`config.mk`:
```
export PLATFORM = sky130hd
export DESIGN_NAME = rf_frontend_signal_routing
export DESIGN_NICKNAME = d
export VERILOG_FILES = /design/src/design/rf_route_pkg.sv /design/src/design/sync_pin.sv /design/src/design/rf_frontend_signal_routing.sv
export VERILOG_INCLUDE_DIRS = /design/src /design/src/design
export SDC_FILE = /design/constraint.sdc
export NUM_CORES = 1
export LEC_CHECK = 0
export BUFFER_PORTS_ARGS = -buffer_cell sky130_fd_sc_hd__buf_2
export CAP_MARGIN = 15
export CORE_UTILIZATION = 35
export CTS_BUF_LIST = sky130_fd_sc_hd__clkbuf_4 sky130_fd_sc_hd__clkbuf_8 sky130_fd_sc_hd__clkbuf_16
export CTS_CLUSTER_DIAMETER = 50
export DETAILED_ROUTE_END_ITERATION = 8
export PLACE_DENSITY = 0.66
export SKIP_LAST_GASP = 1
export SLEW_MARGIN = 20
export SYNTH_ARGS = -nofsm -noshare
export SYNTH_HDL_FRONTEND = slang
export SYNTH_SLANG_ARGS = --single-unit
```
`constraint.sdc`:
```
create_clock -name pclk -period 1.7 [get_ports pclk]
set_input_delay 0.255 -clock pclk [delete_from_list [all_inputs] [get_ports pclk]]
set_output_delay 0.255 -clock pclk [all_outputs]
set_load 0.01 [all_outputs]
```
`src/design/rf_route_regs.svh`:
```
// register map, field positions and reset values of the rf signal routing block
`ifndef RF_ROUTE_REGS_SVH
`define RF_ROUTE_REGS_SVH

// byte addresses
`define ADDR_RECEIVER_CONFIG  8'h38
`define ADDR_AUX_OUT_CONFIG   8'h3C
`define ADDR_DRIVER_CONTROL   8'h40
`define ADDR_RECEIVE_CONTROL  8'h44
`define ADDR_ROUTE_STATUS     8'h48

// receiver_config fields
`define RCV_SINGLE_BIT        0
`define RCV_ADC_BIT           1
`define RCV_SEL_LSB           2
`define RCV_SEL_MSB           3
`define RCV_RESET             8'h04

// aux_out_config fields
`define AUX_SEL_LSB           0
`define AUX_SEL_MSB           3
`define AUX_RESET             8'h00

// driver_control fields
`define DRV_SEL_LSB           0
`define DRV_SEL_MSB           1
`define DRV_RESET             8'h01

// receive_control fields
`define RXC_MULTI_BIT         0
`define RXC_RESET             8'h00

// receive input source codes
`define RX_SRC_NONE           2'h0
`define RX_SRC_INTERNAL       2'h1
`define RX_SRC_AUX_TYPE_A     2'h2
`define RX_SRC_AUX_GENERIC    2'h3

// driver source codes
`define DRV_SRC_IDLE          2'h0
`define DRV_SRC_INTERNAL      2'h1
`define DRV_SRC_AUX_IN        2'h2
`define DRV_SRC_RESERVED      2'h3

// aux output source codes
`define AUX_SRC_LOW           4'h0
`define AUX_SRC_RX_INTERNAL   4'h1
`define AUX_SRC_AUX_IN        4'h2
`define AUX_SRC_DRIVER        4'h3
`define AUX_SRC_ENVELOPE      4'h4
`define AUX_SRC_MANCH_GENERIC 4'h6
`define AUX_SRC_MANCH_SUBC    4'h7

// route_status bits
`define STS_AUX_IN_BIT        0
`define STS_RX_DATA_BIT       1
`define STS_AUX_OUT_BIT       2
`define STS_RESERVED_BIT      3
`define STS_OVERLAP_BIT       4

`endif

```
`src/design/rf_route_pkg.sv`:
```
// types shared by the rf signal routing block
package rf_route_pkg;

	// coder outputs of the digital core
	typedef struct packed {
		logic envelope;
		logic manchester_generic;
		logic manchester_subcarrier;
	} core_tx_t;

	// receive data handed to the decoder core
	typedef struct packed {
		logic data;
		logic type_a;
		logic valid;
	} core_rx_t;

	// analog front end controls
	typedef struct packed {
		logic rx_single_ended;
		logic mixer_direct_adc;
		logic multi_frame_receive;
	} analog_cfg_t;

endpackage

```
`src/design/sync_pin.sv`:
```
// three-stage input synchroniser with agreement filter
`timescale 1ns/1ps
module sync_pin #(
	parameter int WIDTH = 1
) (
	// clock and reset
	input  wire logic             pclk,
	input  wire logic             presetn,
	// asynchronous input and filtered output
	input  wire logic [WIDTH-1:0] async_in,
	output      logic [WIDTH-1:0] sync_out
);

	logic [WIDTH-1:0] meta_ff;
	logic [WIDTH-1:0] stage2_ff;
	logic [WIDTH-1:0] stage3_ff;

	// capture chain, first stage seen only by the second
	always_ff @(posedge pclk or negedge presetn) begin
		if (!presetn) begin
			meta_ff   <= '0;
			stage2_ff <= '0;
			stage3_ff <= '0;
		end else begin
			meta_ff   <= async_in;
			stage2_ff <= meta_ff;
			stage3_ff <= stage2_ff;
		end
	end

	// take a bit once stages two and three agree
	always_ff @(posedge pclk or negedge presetn) begin
		if (!presetn) begin
			sync_out <= '0;
		end else begin
			for (int i = 0; i < WIDTH; i++) begin
				if (stage2_ff[i] == stage3_ff[i]) begin
					sync_out[i] <= stage3_ff[i];
				end
			end
		end
	end

endmodule

```
`src/design/rf_frontend_signal_routing.sv`:
```
// routing between coder core, analog front end and the aux pins, with apb registers
// Function
// - receiver mode bit: differential or single-ended
// - mixer-direct-adc bit couples mixers to adc
// - digital side: envelope out, drivers idle, aux receive
// - receive source: internal, aux type a, aux generic
// - aux out 0110 generic, 0111 subcarrier manchester
// - antenna side: internal rx, drive from aux, multiframe
// - aux out value 4 carries envelope coder
// - receive select 1 conflict resolved as internal
// - passive and active paths coexist, used sequentially
// - aux out doubles as test observation mux
//
// The APB register port is this design's own decision.
`timescale 1ns/1ps
`include "rf_route_regs.svh"
module rf_frontend_signal_routing
	import rf_route_pkg::*;
(
	// apb clock and reset
	input  wire logic        pclk,
	input  wire logic        presetn,
	// apb slave
	input  wire logic        psel,
	input  wire logic        penable,
	input  wire logic        pwrite,
	input  wire logic [7:0]  paddr,
	input  wire logic [31:0] pwdata,
	input  wire logic [3:0]  pstrb,
	output      logic [31:0] prdata,
	output      logic        pready,
	output      logic        pslverr,
	// digital core side
	input  wire core_tx_t    core_tx,
	output      core_rx_t    core_rx,
	// analog receiver data, asynchronous to pclk
	input  wire logic        analog_rx_data,
	// analog front end configuration
	output      analog_cfg_t analog_cfg,
	// antenna driver pins
	output      logic        antenna_driver_a,
	output      logic        antenna_driver_b,
	// auxiliary pins
	input  wire logic        aux_input_pin,
	output      logic        aux_output_pin
);

	logic [7:0] receiver_config_ff;
	logic [7:0] aux_out_config_ff;
	logic [7:0] driver_control_ff;
	logic [7:0] receive_control_ff;
	logic [31:0] prdata_ff;
	logic       pslverr_ff;
	logic       aux_in_sync;
	logic       rx_int_sync;
	logic [1:0] rx_sel;
	logic [3:0] aux_sel;
	logic [1:0] drv_sel;
	logic       setup_phase;
	logic       wr_access;
	logic       addr_hit;
	logic       aux_reserved;
	logic       drv_reserved;
	logic       path_overlap;
	logic [31:0] nxt_prdata;
	logic       nxt_aux_out;
	logic       nxt_driver;
	logic       nxt_rx_data;

	// external aux pin and analog data cross into pclk
	sync_pin #(
		.WIDTH (2)
	) u_sync (
		.pclk     (pclk),
		.presetn  (presetn),
		.async_in ({analog_rx_data, aux_input_pin}),
		.sync_out ({rx_int_sync, aux_in_sync})
	);

	// field extraction
	assign rx_sel  = receiver_config_ff[`RCV_SEL_MSB:`RCV_SEL_LSB];
	assign aux_sel = aux_out_config_ff[`AUX_SEL_MSB:`AUX_SEL_LSB];
	assign drv_sel = driver_control_ff[`DRV_SEL_MSB:`DRV_SEL_LSB];

	// apb phase decode
	assign setup_phase = psel && !penable;
	assign wr_access   = psel && penable && pwrite && !pslverr_ff;
	assign addr_hit    = (paddr == `ADDR_RECEIVER_CONFIG) || (paddr == `ADDR_AUX_OUT_CONFIG) ||
	                     (paddr == `ADDR_DRIVER_CONTROL) || (paddr == `ADDR_RECEIVE_CONTROL) ||
	                     (paddr == `ADDR_ROUTE_STATUS);

	// zero wait state slave
	assign pready  = 1'b1;
	assign prdata  = prdata_ff;
	assign pslverr = pslverr_ff && psel && penable;

	// register writes, low byte lane only
	always_ff @(posedge pclk or negedge presetn) begin
		if (!presetn) begin
			receiver_config_ff <= `RCV_RESET;
			aux_out_config_ff  <= `AUX_RESET;
			driver_control_ff  <= `DRV_RESET;
			receive_control_ff <= `RXC_RESET;
		end else if (wr_access && pstrb[0]) begin
			unique case (paddr)
				`ADDR_RECEIVER_CONFIG: begin
					receiver_config_ff <= {4'h0, pwdata[3:0]};
				end
				`ADDR_AUX_OUT_CONFIG: begin
					aux_out_config_ff <= {4'h0, pwdata[3:0]};
				end
				`ADDR_DRIVER_CONTROL: begin
					driver_control_ff <= {6'h00, pwdata[1:0]};
				end
				`ADDR_RECEIVE_CONTROL: begin
					receive_control_ff <= {7'h00, pwdata[0]};
				end
				default: begin
				end
			endcase
		end
	end

	// read data mux
	always_comb begin
		nxt_prdata = 32'h0000_0000;
		unique case (paddr)
			`ADDR_RECEIVER_CONFIG: nxt_prdata = {24'h00_0000, receiver_config_ff};
			`ADDR_AUX_OUT_CONFIG:  nxt_prdata = {24'h00_0000, aux_out_config_ff};
			`ADDR_DRIVER_CONTROL:  nxt_prdata = {24'h00_0000, driver_control_ff};
			`ADDR_RECEIVE_CONTROL: nxt_prdata = {24'h00_0000, receive_control_ff};
			`ADDR_ROUTE_STATUS: begin
				nxt_prdata[`STS_AUX_IN_BIT]   = aux_in_sync;
				nxt_prdata[`STS_RX_DATA_BIT]  = core_rx.data;
				nxt_prdata[`STS_AUX_OUT_BIT]  = aux_output_pin;
				nxt_prdata[`STS_RESERVED_BIT] = aux_reserved || drv_reserved;
				nxt_prdata[`STS_OVERLAP_BIT]  = path_overlap;
			end
			default: nxt_prdata = 32'h0000_0000;
		endcase
	end

	// read data and error latched in setup phase
	always_ff @(posedge pclk or negedge presetn) begin
		if (!presetn) begin
			prdata_ff  <= 32'h0000_0000;
			pslverr_ff <= 1'b0;
		end else if (setup_phase) begin
			prdata_ff  <= pwrite ? 32'h0000_0000 : nxt_prdata;
			pslverr_ff <= !addr_hit || (pwrite && (paddr == `ADDR_ROUTE_STATUS));
		end
	end

	// analog front end controls
	// single-ended select
	assign analog_cfg.rx_single_ended = receiver_config_ff[`RCV_SINGLE_BIT];
	assign analog_cfg.mixer_direct_adc = receiver_config_ff[`RCV_ADC_BIT];
	assign analog_cfg.multi_frame_receive = receive_control_ff[`RXC_MULTI_BIT];

	// reserved code detection
	// undocumented codes flagged
	assign aux_reserved = !(aux_sel inside {`AUX_SRC_LOW, `AUX_SRC_RX_INTERNAL,
	                        `AUX_SRC_AUX_IN, `AUX_SRC_DRIVER, `AUX_SRC_ENVELOPE,
	                        `AUX_SRC_MANCH_GENERIC, `AUX_SRC_MANCH_SUBC});
	assign drv_reserved = (drv_sel == `DRV_SRC_RESERVED);

	// both rf paths armed at once
	assign path_overlap = (drv_sel == `DRV_SRC_INTERNAL) &&
	                      (aux_sel == `AUX_SRC_ENVELOPE);

	// aux output source mux
	always_comb begin
		nxt_aux_out = 1'b0;
		unique case (aux_sel)
			`AUX_SRC_RX_INTERNAL:   nxt_aux_out = rx_int_sync;
			`AUX_SRC_AUX_IN:        nxt_aux_out = aux_in_sync;
			`AUX_SRC_DRIVER:        nxt_aux_out = antenna_driver_a;
			`AUX_SRC_ENVELOPE:      nxt_aux_out = core_tx.envelope;
			`AUX_SRC_MANCH_GENERIC: nxt_aux_out = core_tx.manchester_generic;
			`AUX_SRC_MANCH_SUBC:    nxt_aux_out = core_tx.manchester_subcarrier;
			default:                nxt_aux_out = 1'b0;
		endcase
	end

	// antenna driver source mux
	always_comb begin
		nxt_driver = 1'b0;
		unique case (drv_sel)
			`DRV_SRC_IDLE:     nxt_driver = 1'b0;
			`DRV_SRC_INTERNAL: nxt_driver = core_tx.envelope;
			`DRV_SRC_AUX_IN:   nxt_driver = aux_in_sync;
			default:           nxt_driver = 1'b0;
		endcase
	end

	// receive input source mux
	always_comb begin
		nxt_rx_data = 1'b0;
		unique case (rx_sel)
			`RX_SRC_INTERNAL:    nxt_rx_data = rx_int_sync;
			`RX_SRC_AUX_TYPE_A:  nxt_rx_data = aux_in_sync;
			`RX_SRC_AUX_GENERIC: nxt_rx_data = aux_in_sync;
			default:             nxt_rx_data = 1'b0;
		endcase
	end

	// registered pin and core outputs
	always_ff @(posedge pclk or negedge presetn) begin
		if (!presetn) begin
			aux_output_pin   <= 1'b0;
			antenna_driver_a <= 1'b0;
			antenna_driver_b <= 1'b0;
			core_rx          <= '0;
		end else begin
			aux_output_pin   <= nxt_aux_out;
			antenna_driver_a <= nxt_driver;
			antenna_driver_b <= nxt_driver;
			core_rx.data     <= nxt_rx_data;
			core_rx.type_a   <= (rx_sel == `RX_SRC_AUX_TYPE_A);
			core_rx.valid    <= (rx_sel != `RX_SRC_NONE);
		end
	end
endmodule

```
# Yosys cells after proc, flatten, opt, wreduce, memory -nomap -nowiden
# Cells that the tools add are included.
[word_totals]
inputBits = 54
wordCells = 67
output_inout_bits = 43
ff_bits = 57
[classes]
n_mux = 5
eq_ne = 19
n_reduce_logical = 27
[ops]
columns = ["cell", "n"]
rows = [
  ["$pmux 5 s5", 1],
  ["$eq 8x7->1 const B", 3],
  ["$eq 8x6->1 const B", 2],
  ["$eq 4x3->1 const B", 3],
  ["$logic_and 1x1->1", 9],
  ["$eq 2x2->1 const B", 4],
  ["$eq 4x2->1 const B", 2],
  ["$reduce_and 2->1", 4],
  ["$reduce_bool 7->1", 1],
  ["$logic_or 1x1->1", 6],
  ["$pmux 1 s6", 1],
  ["$mux 5", 1],
  ["$eq 2x1->1 const B", 2],
  ["$eq 4x1->1 const B", 1],
  ["$logic_not 1->1", 4],
  ["$logic_not 4->1", 1],
  ["$pmux 1 s2", 2],
  ["$eq 1x1->1", 2],
  ["$reduce_bool 2->1", 1],
  ["$reduce_or 2->1", 1],
]

# Logic depth before layout (Yosys ltp)
[logic_depth]
depth_word = 7
depth_mapped = 5
mapped_depth_nobuf = 4

# Cells and area by module
# Synthesis repeated with hierarchy kept, for this count alone.
[unflattened]
cells_unflattened = 159
hier_area_um2 = 1670.4
[by_module_without_submodules]
columns = ["mod", "n_inst", "seq_area_each_um2", "cells_each", "area_per_inst_um2"]
rows = [
  ["rf_frontend_signal_routing", 1, 553.0, 149, 1447.6],
  ["sync_pin", 1, 200.2, 10, 222.7],
]

# Worst setup path before layout
# No wires, ideal clock.
[synth_path]
kind = "input-to-reg"
startpoint = "input port paddr[4]"
endpoint = "register driver_control_ff[1]"
arrival_time_ns = 1.356
path_stages = 4
setup_ns = 0.125
required_time_ns = 1.575
n_path_buf = 0
setup_slack_ns = 0.219
cell_sequence = "nor4b_4 > and3b_4 > and3_4 > mux2_4"
[synth_via]
elab_chain_len = 2
[synth_lines]
columns = ["element", "line_no", "rtl"]
rows = [
  ["start: declaration", "rf_frontend_signal_routing.sv:27", "input wire logic [7:0] paddr,"],
  ["$eq 8x7->1", "rf_frontend_signal_routing.sv:105", "unique case (paddr)"],
  ["$reduce_and 2->1 (no line)", "-", ""],
  ["end signal: assignment", "rf_frontend_signal_routing.sv:102", "driver_control_ff <= `DRV_RESET;"],
  ["end signal: assignment", "rf_frontend_signal_routing.sv:113", "driver_control_ff <= {6'h00, pwdata[1:0]};"],
  ["end: declaration", "rf_frontend_signal_routing.sv:50", "logic [7:0] driver_control_ff;"],
]
# Every way passes these cells.
# A chain may end at the register's enable or synchronous reset.

# Worst setup path after layout
[layout_path]
startpoint = "register pslverr_ff"
endpoint = "register driver_control_ff[1]"
[layout_via]
elab_chain_len = 4
[layout_lines]
columns = ["element", "line_no", "rtl"]
rows = [
  ["start: declaration", "rf_frontend_signal_routing.sv:53", "logic pslverr_ff;"],
  ["start signal: assignment", "rf_frontend_signal_routing.sv:150", "pslverr_ff <= !addr_hit || (pwrite && (paddr == `ADDR_ROUTE_STATUS));"],
  ["$logic_not 1->1", "rf_frontend_signal_routing.sv:87", "assign wr_access = psel && penable && pwrite && !pslverr_ff;"],
  ["$logic_and 1x1->1", "rf_frontend_signal_routing.sv:87", ""],
  ["$logic_and 1x1->1", "rf_frontend_signal_routing.sv:104", "end else if (wr_access && pstrb[0]) begin"],
  ["$reduce_and 2->1 (no line)", "-", ""],
]
# Every way passes these cells.

==> qor.yml <==
route:
  drt_pass1_iterations: 5
  ant_nets: 0
  wire_per_inst_um: 12.1
  drtIter0Drc: 81
  avgViaCountPerCell: 4.51
  drc: 0
  detail_route.wirelength_um: 3170
  dr_total_vias: 1178
job:
  maxCapViolCount: 0
worst_setup_path:
  crit_arrival_ps: 1560
  worst-path-buf-inv: 0
  cp_data_required_time_ps: 1860
  worst-setup-path-type: "reg2reg"
  regToRegStartpoint: "pslverr_ff$_DFFE_PN0P_"
  rr_worst_depth: 3
  start_kind: "register"
  cp_slowest_stage_delay_ps: 400
  cp-startpoint: "pslverr_ff$_DFFE_PN0P_"
  cp_top_family: "simple AND/OR/NAND/NOR gates"
  cp_slowest_cell: "dfrtp_1"
  crit_fanout: 5
  regToRegSetupSlack_ps: 310
  end_kind: "register"
  r2r-end: "driver_control_ff[1]$_DFFE_PN0P_"
  path_cells: "nor3_4, and3_4, mux2_4"
timing:
  maxSlewViolCount: 0
  finalSetupViolations: 0
  timing.fmax_mhz: 717
  setup_slack_ps: 305
  skew_ps: 3.64
  maxSlewHeadroom_pct: 54.7
  tns_ps: 0
  worstMarginPinSlew_ps: 679
  rsz0062_at_grt: "false"
  hold_violations: 0
  fin_crit_sh_pct: 82.0
  finalCriticalPeriod_ps: 1390
layout:
  final_util_pct: 41.3
  antennaDiodeCount: 0
  drive_above_1_share_pct: 38.1
  fillers: 466
  area_growth_pct: 14.0
  final_common_cell: "buf_2"
  final_cell_count_no_fill: 261
  final_cell_mix: "37 x buf_2, 28 x conb_1, 28 x dfrtp_1"
  fin_nets: 250
placed_design:
  hpwlAfterDp_um: 2410
  io_buffers: 37
  preCtsSetupSlack_ps: 130
  gp_congestion: 0.832
  placed_cells: 253
synth:
  synth_cell_type_count: 41
  avgSynthCellArea_um2: 11.2
  synth-seq-area-share_pct: 44.0
  syn_inst: 153
  netlist_area_um2: 1710
  yosys_warnings: 0
  synth.ff_latch_count: 30
  synth_edf_count: 0
  synthArstFlopShare_pct: 100
  synth_ff_type: "dfrtp_1"
floorplan:
  ios: 97
  die_h_um: 71.9
  die-area_um2: 5170
  start_util_pct: 36.2
  fp.dieW_um: 71.9
  row_count: 25
  core_area_um2: 4720
power_and_ir_drop:
  peakVddDrop_mv: 0.411
  switchingPower_mw: 0.355
  power.density_nw_per_um2: 753
  leakage_nw: 0.958
  pwr-share-comb_pct: 9.0
  intPower_mw: 1.12
  p_seq_share_pct: 50.4
  p_clk_share_pct: 40.6
  netSwitchingFraction_pct: 24.1
clocking:
  cts_resized: 0
  hold_buffers: 0
  cts_root_buf: "clkbuf_8"
  path_clk_slew_ps: 60
  clkSinkCount: 30
  cts_tree: "yes"
  htree_levels: 2
  post_cts_buffers: 0
  clk_latency_ps: 270
  cts_made_buffers: 5
  clock_path_buffers: 2
grt:
  grtUsageTotal_pct: 14.1
  grt_overflow: 0
  grt_max_degree: 31
  grt_pass1_wl_um: 5440
  grt_pass1_vias: 1061
  antenna_found_initial: 0
min_path:
  hp-class: "in2async"
status:
  outcome: "finished clean"
## layer usage
metal / up-vias / routed length [um] / global-route usage (%)
li1: 568 / - / -
met1: 544 / 1470 / 19.8
met2: 62 / 1440 / 20.4
met3: 4 / 224 / 4.31
met4: 0 / 34 / 5.23
met5: - / 0 / 0
## power groups by stage
stage	Combinational (mW)	Clock, mW	Sequential [mW]
2_1_floorplan	0.115	0	0.751
3_3_place_gp	0.131	0	0.753
3_5_place_dp	0.132	0	0.754
4_1_cts	0.133	0.614	0.741
5_1_grt	0.150	0.652	0.742
6_report	0.132	0.598	0.741
## synthesized netlist by cell type, types with 3 or more instances
| cell | number | share of area [%] |
|---|---|---|
| a22oi_1 | 4 | 1.8 |
| a32oi_1 | 5 | 2.6 |
| buf_4 | 31 | 14 |
| dfrtp_1 | 28 | 41 |
| ha_1 | 3 | 2.2 |
| inv_1 | 5 | 1.1 |
| mux2_2 | 4 | 2.6 |
| mux2_4 | 6 | 5.3 |
| nand2_1 | 11 | 2.4 |
| nand3_1 | 3 | 0.88 |
| nor2_1 | 7 | 1.5 |
| o21ai_0 | 8 | 2.3 |
## worst max path at each step
stage	slack (ps)	depth (start not counted)	to
finish	310	3	driver_control_ff[1]$_DFFE_PN0P_
global route	250	3	driver_control_ff[1]$_DFFE_PN0P_
CTS	300	3	driver_control_ff[1]$_DFFE_PN0P_
detailed placement	130	5	driver_control_ff[1]$_DFFE_PN0P_
global placement	120	5	driver_control_ff[1]$_DFFE_PN0P_
floorplan	220	4	driver_control_ff[1]$_DFFE_PN0P_
## registers in the layout, indices dropped and copies added, names as in the netlist
register / cells
antenna_driver_b: 1
aux_out_config_ff: 4
aux_output_pin: 1
core_rx: 3
driver_control_ff: 2
prdata: 5
pslverr_ff: 1
receive_control_ff: 1
receiver_config_ff: 4
u_sync.meta_ff: 2
u_sync.stage2_ff: 2
u_sync.stage3_ff: 2
u_sync.sync_out: 2
## through the flow
step,hold slack (ps),power (mW),instance area [um^2]
3_5_place_dp,335,0.886,1860
4_1_cts,39.1,1.49,1950
5_1_grt,69.8,1.54,1950
2_1_floorplan,-40.6,0.866,1810
3_3_place_gp,333,0.885,1860
6_report,19.5,1.47,1950
## layout make-up
class	count	area (um^2)	area share, %
multi-input cells	110	786	40.3
clock buffers	7	90.1	4.62
clock inverters	1	5.00	0.256
repair buffers	41	215	11.0
flip-flops and latches	30	753	38.6
inverters	5	18.8	0.962
well taps	67	83.8	4.29
## cells by family after synthesis
group,after synthesis,synth area share [%]
compound gates,24,10.3
other cells,2,0.439
mux,11,9.21
fa+ha+maj,5,3.36
buf+inv,39,15.8
simple gates,42,16.9
flops,30,44.0
## worst reg2reg max path, stage by stage (launching register included)
cell     delay, ps
dfrtp_1        400
nor3_4         320
and3_4         270
mux2_4         290
Note: power is estimated with default switching activity, not from simulation.
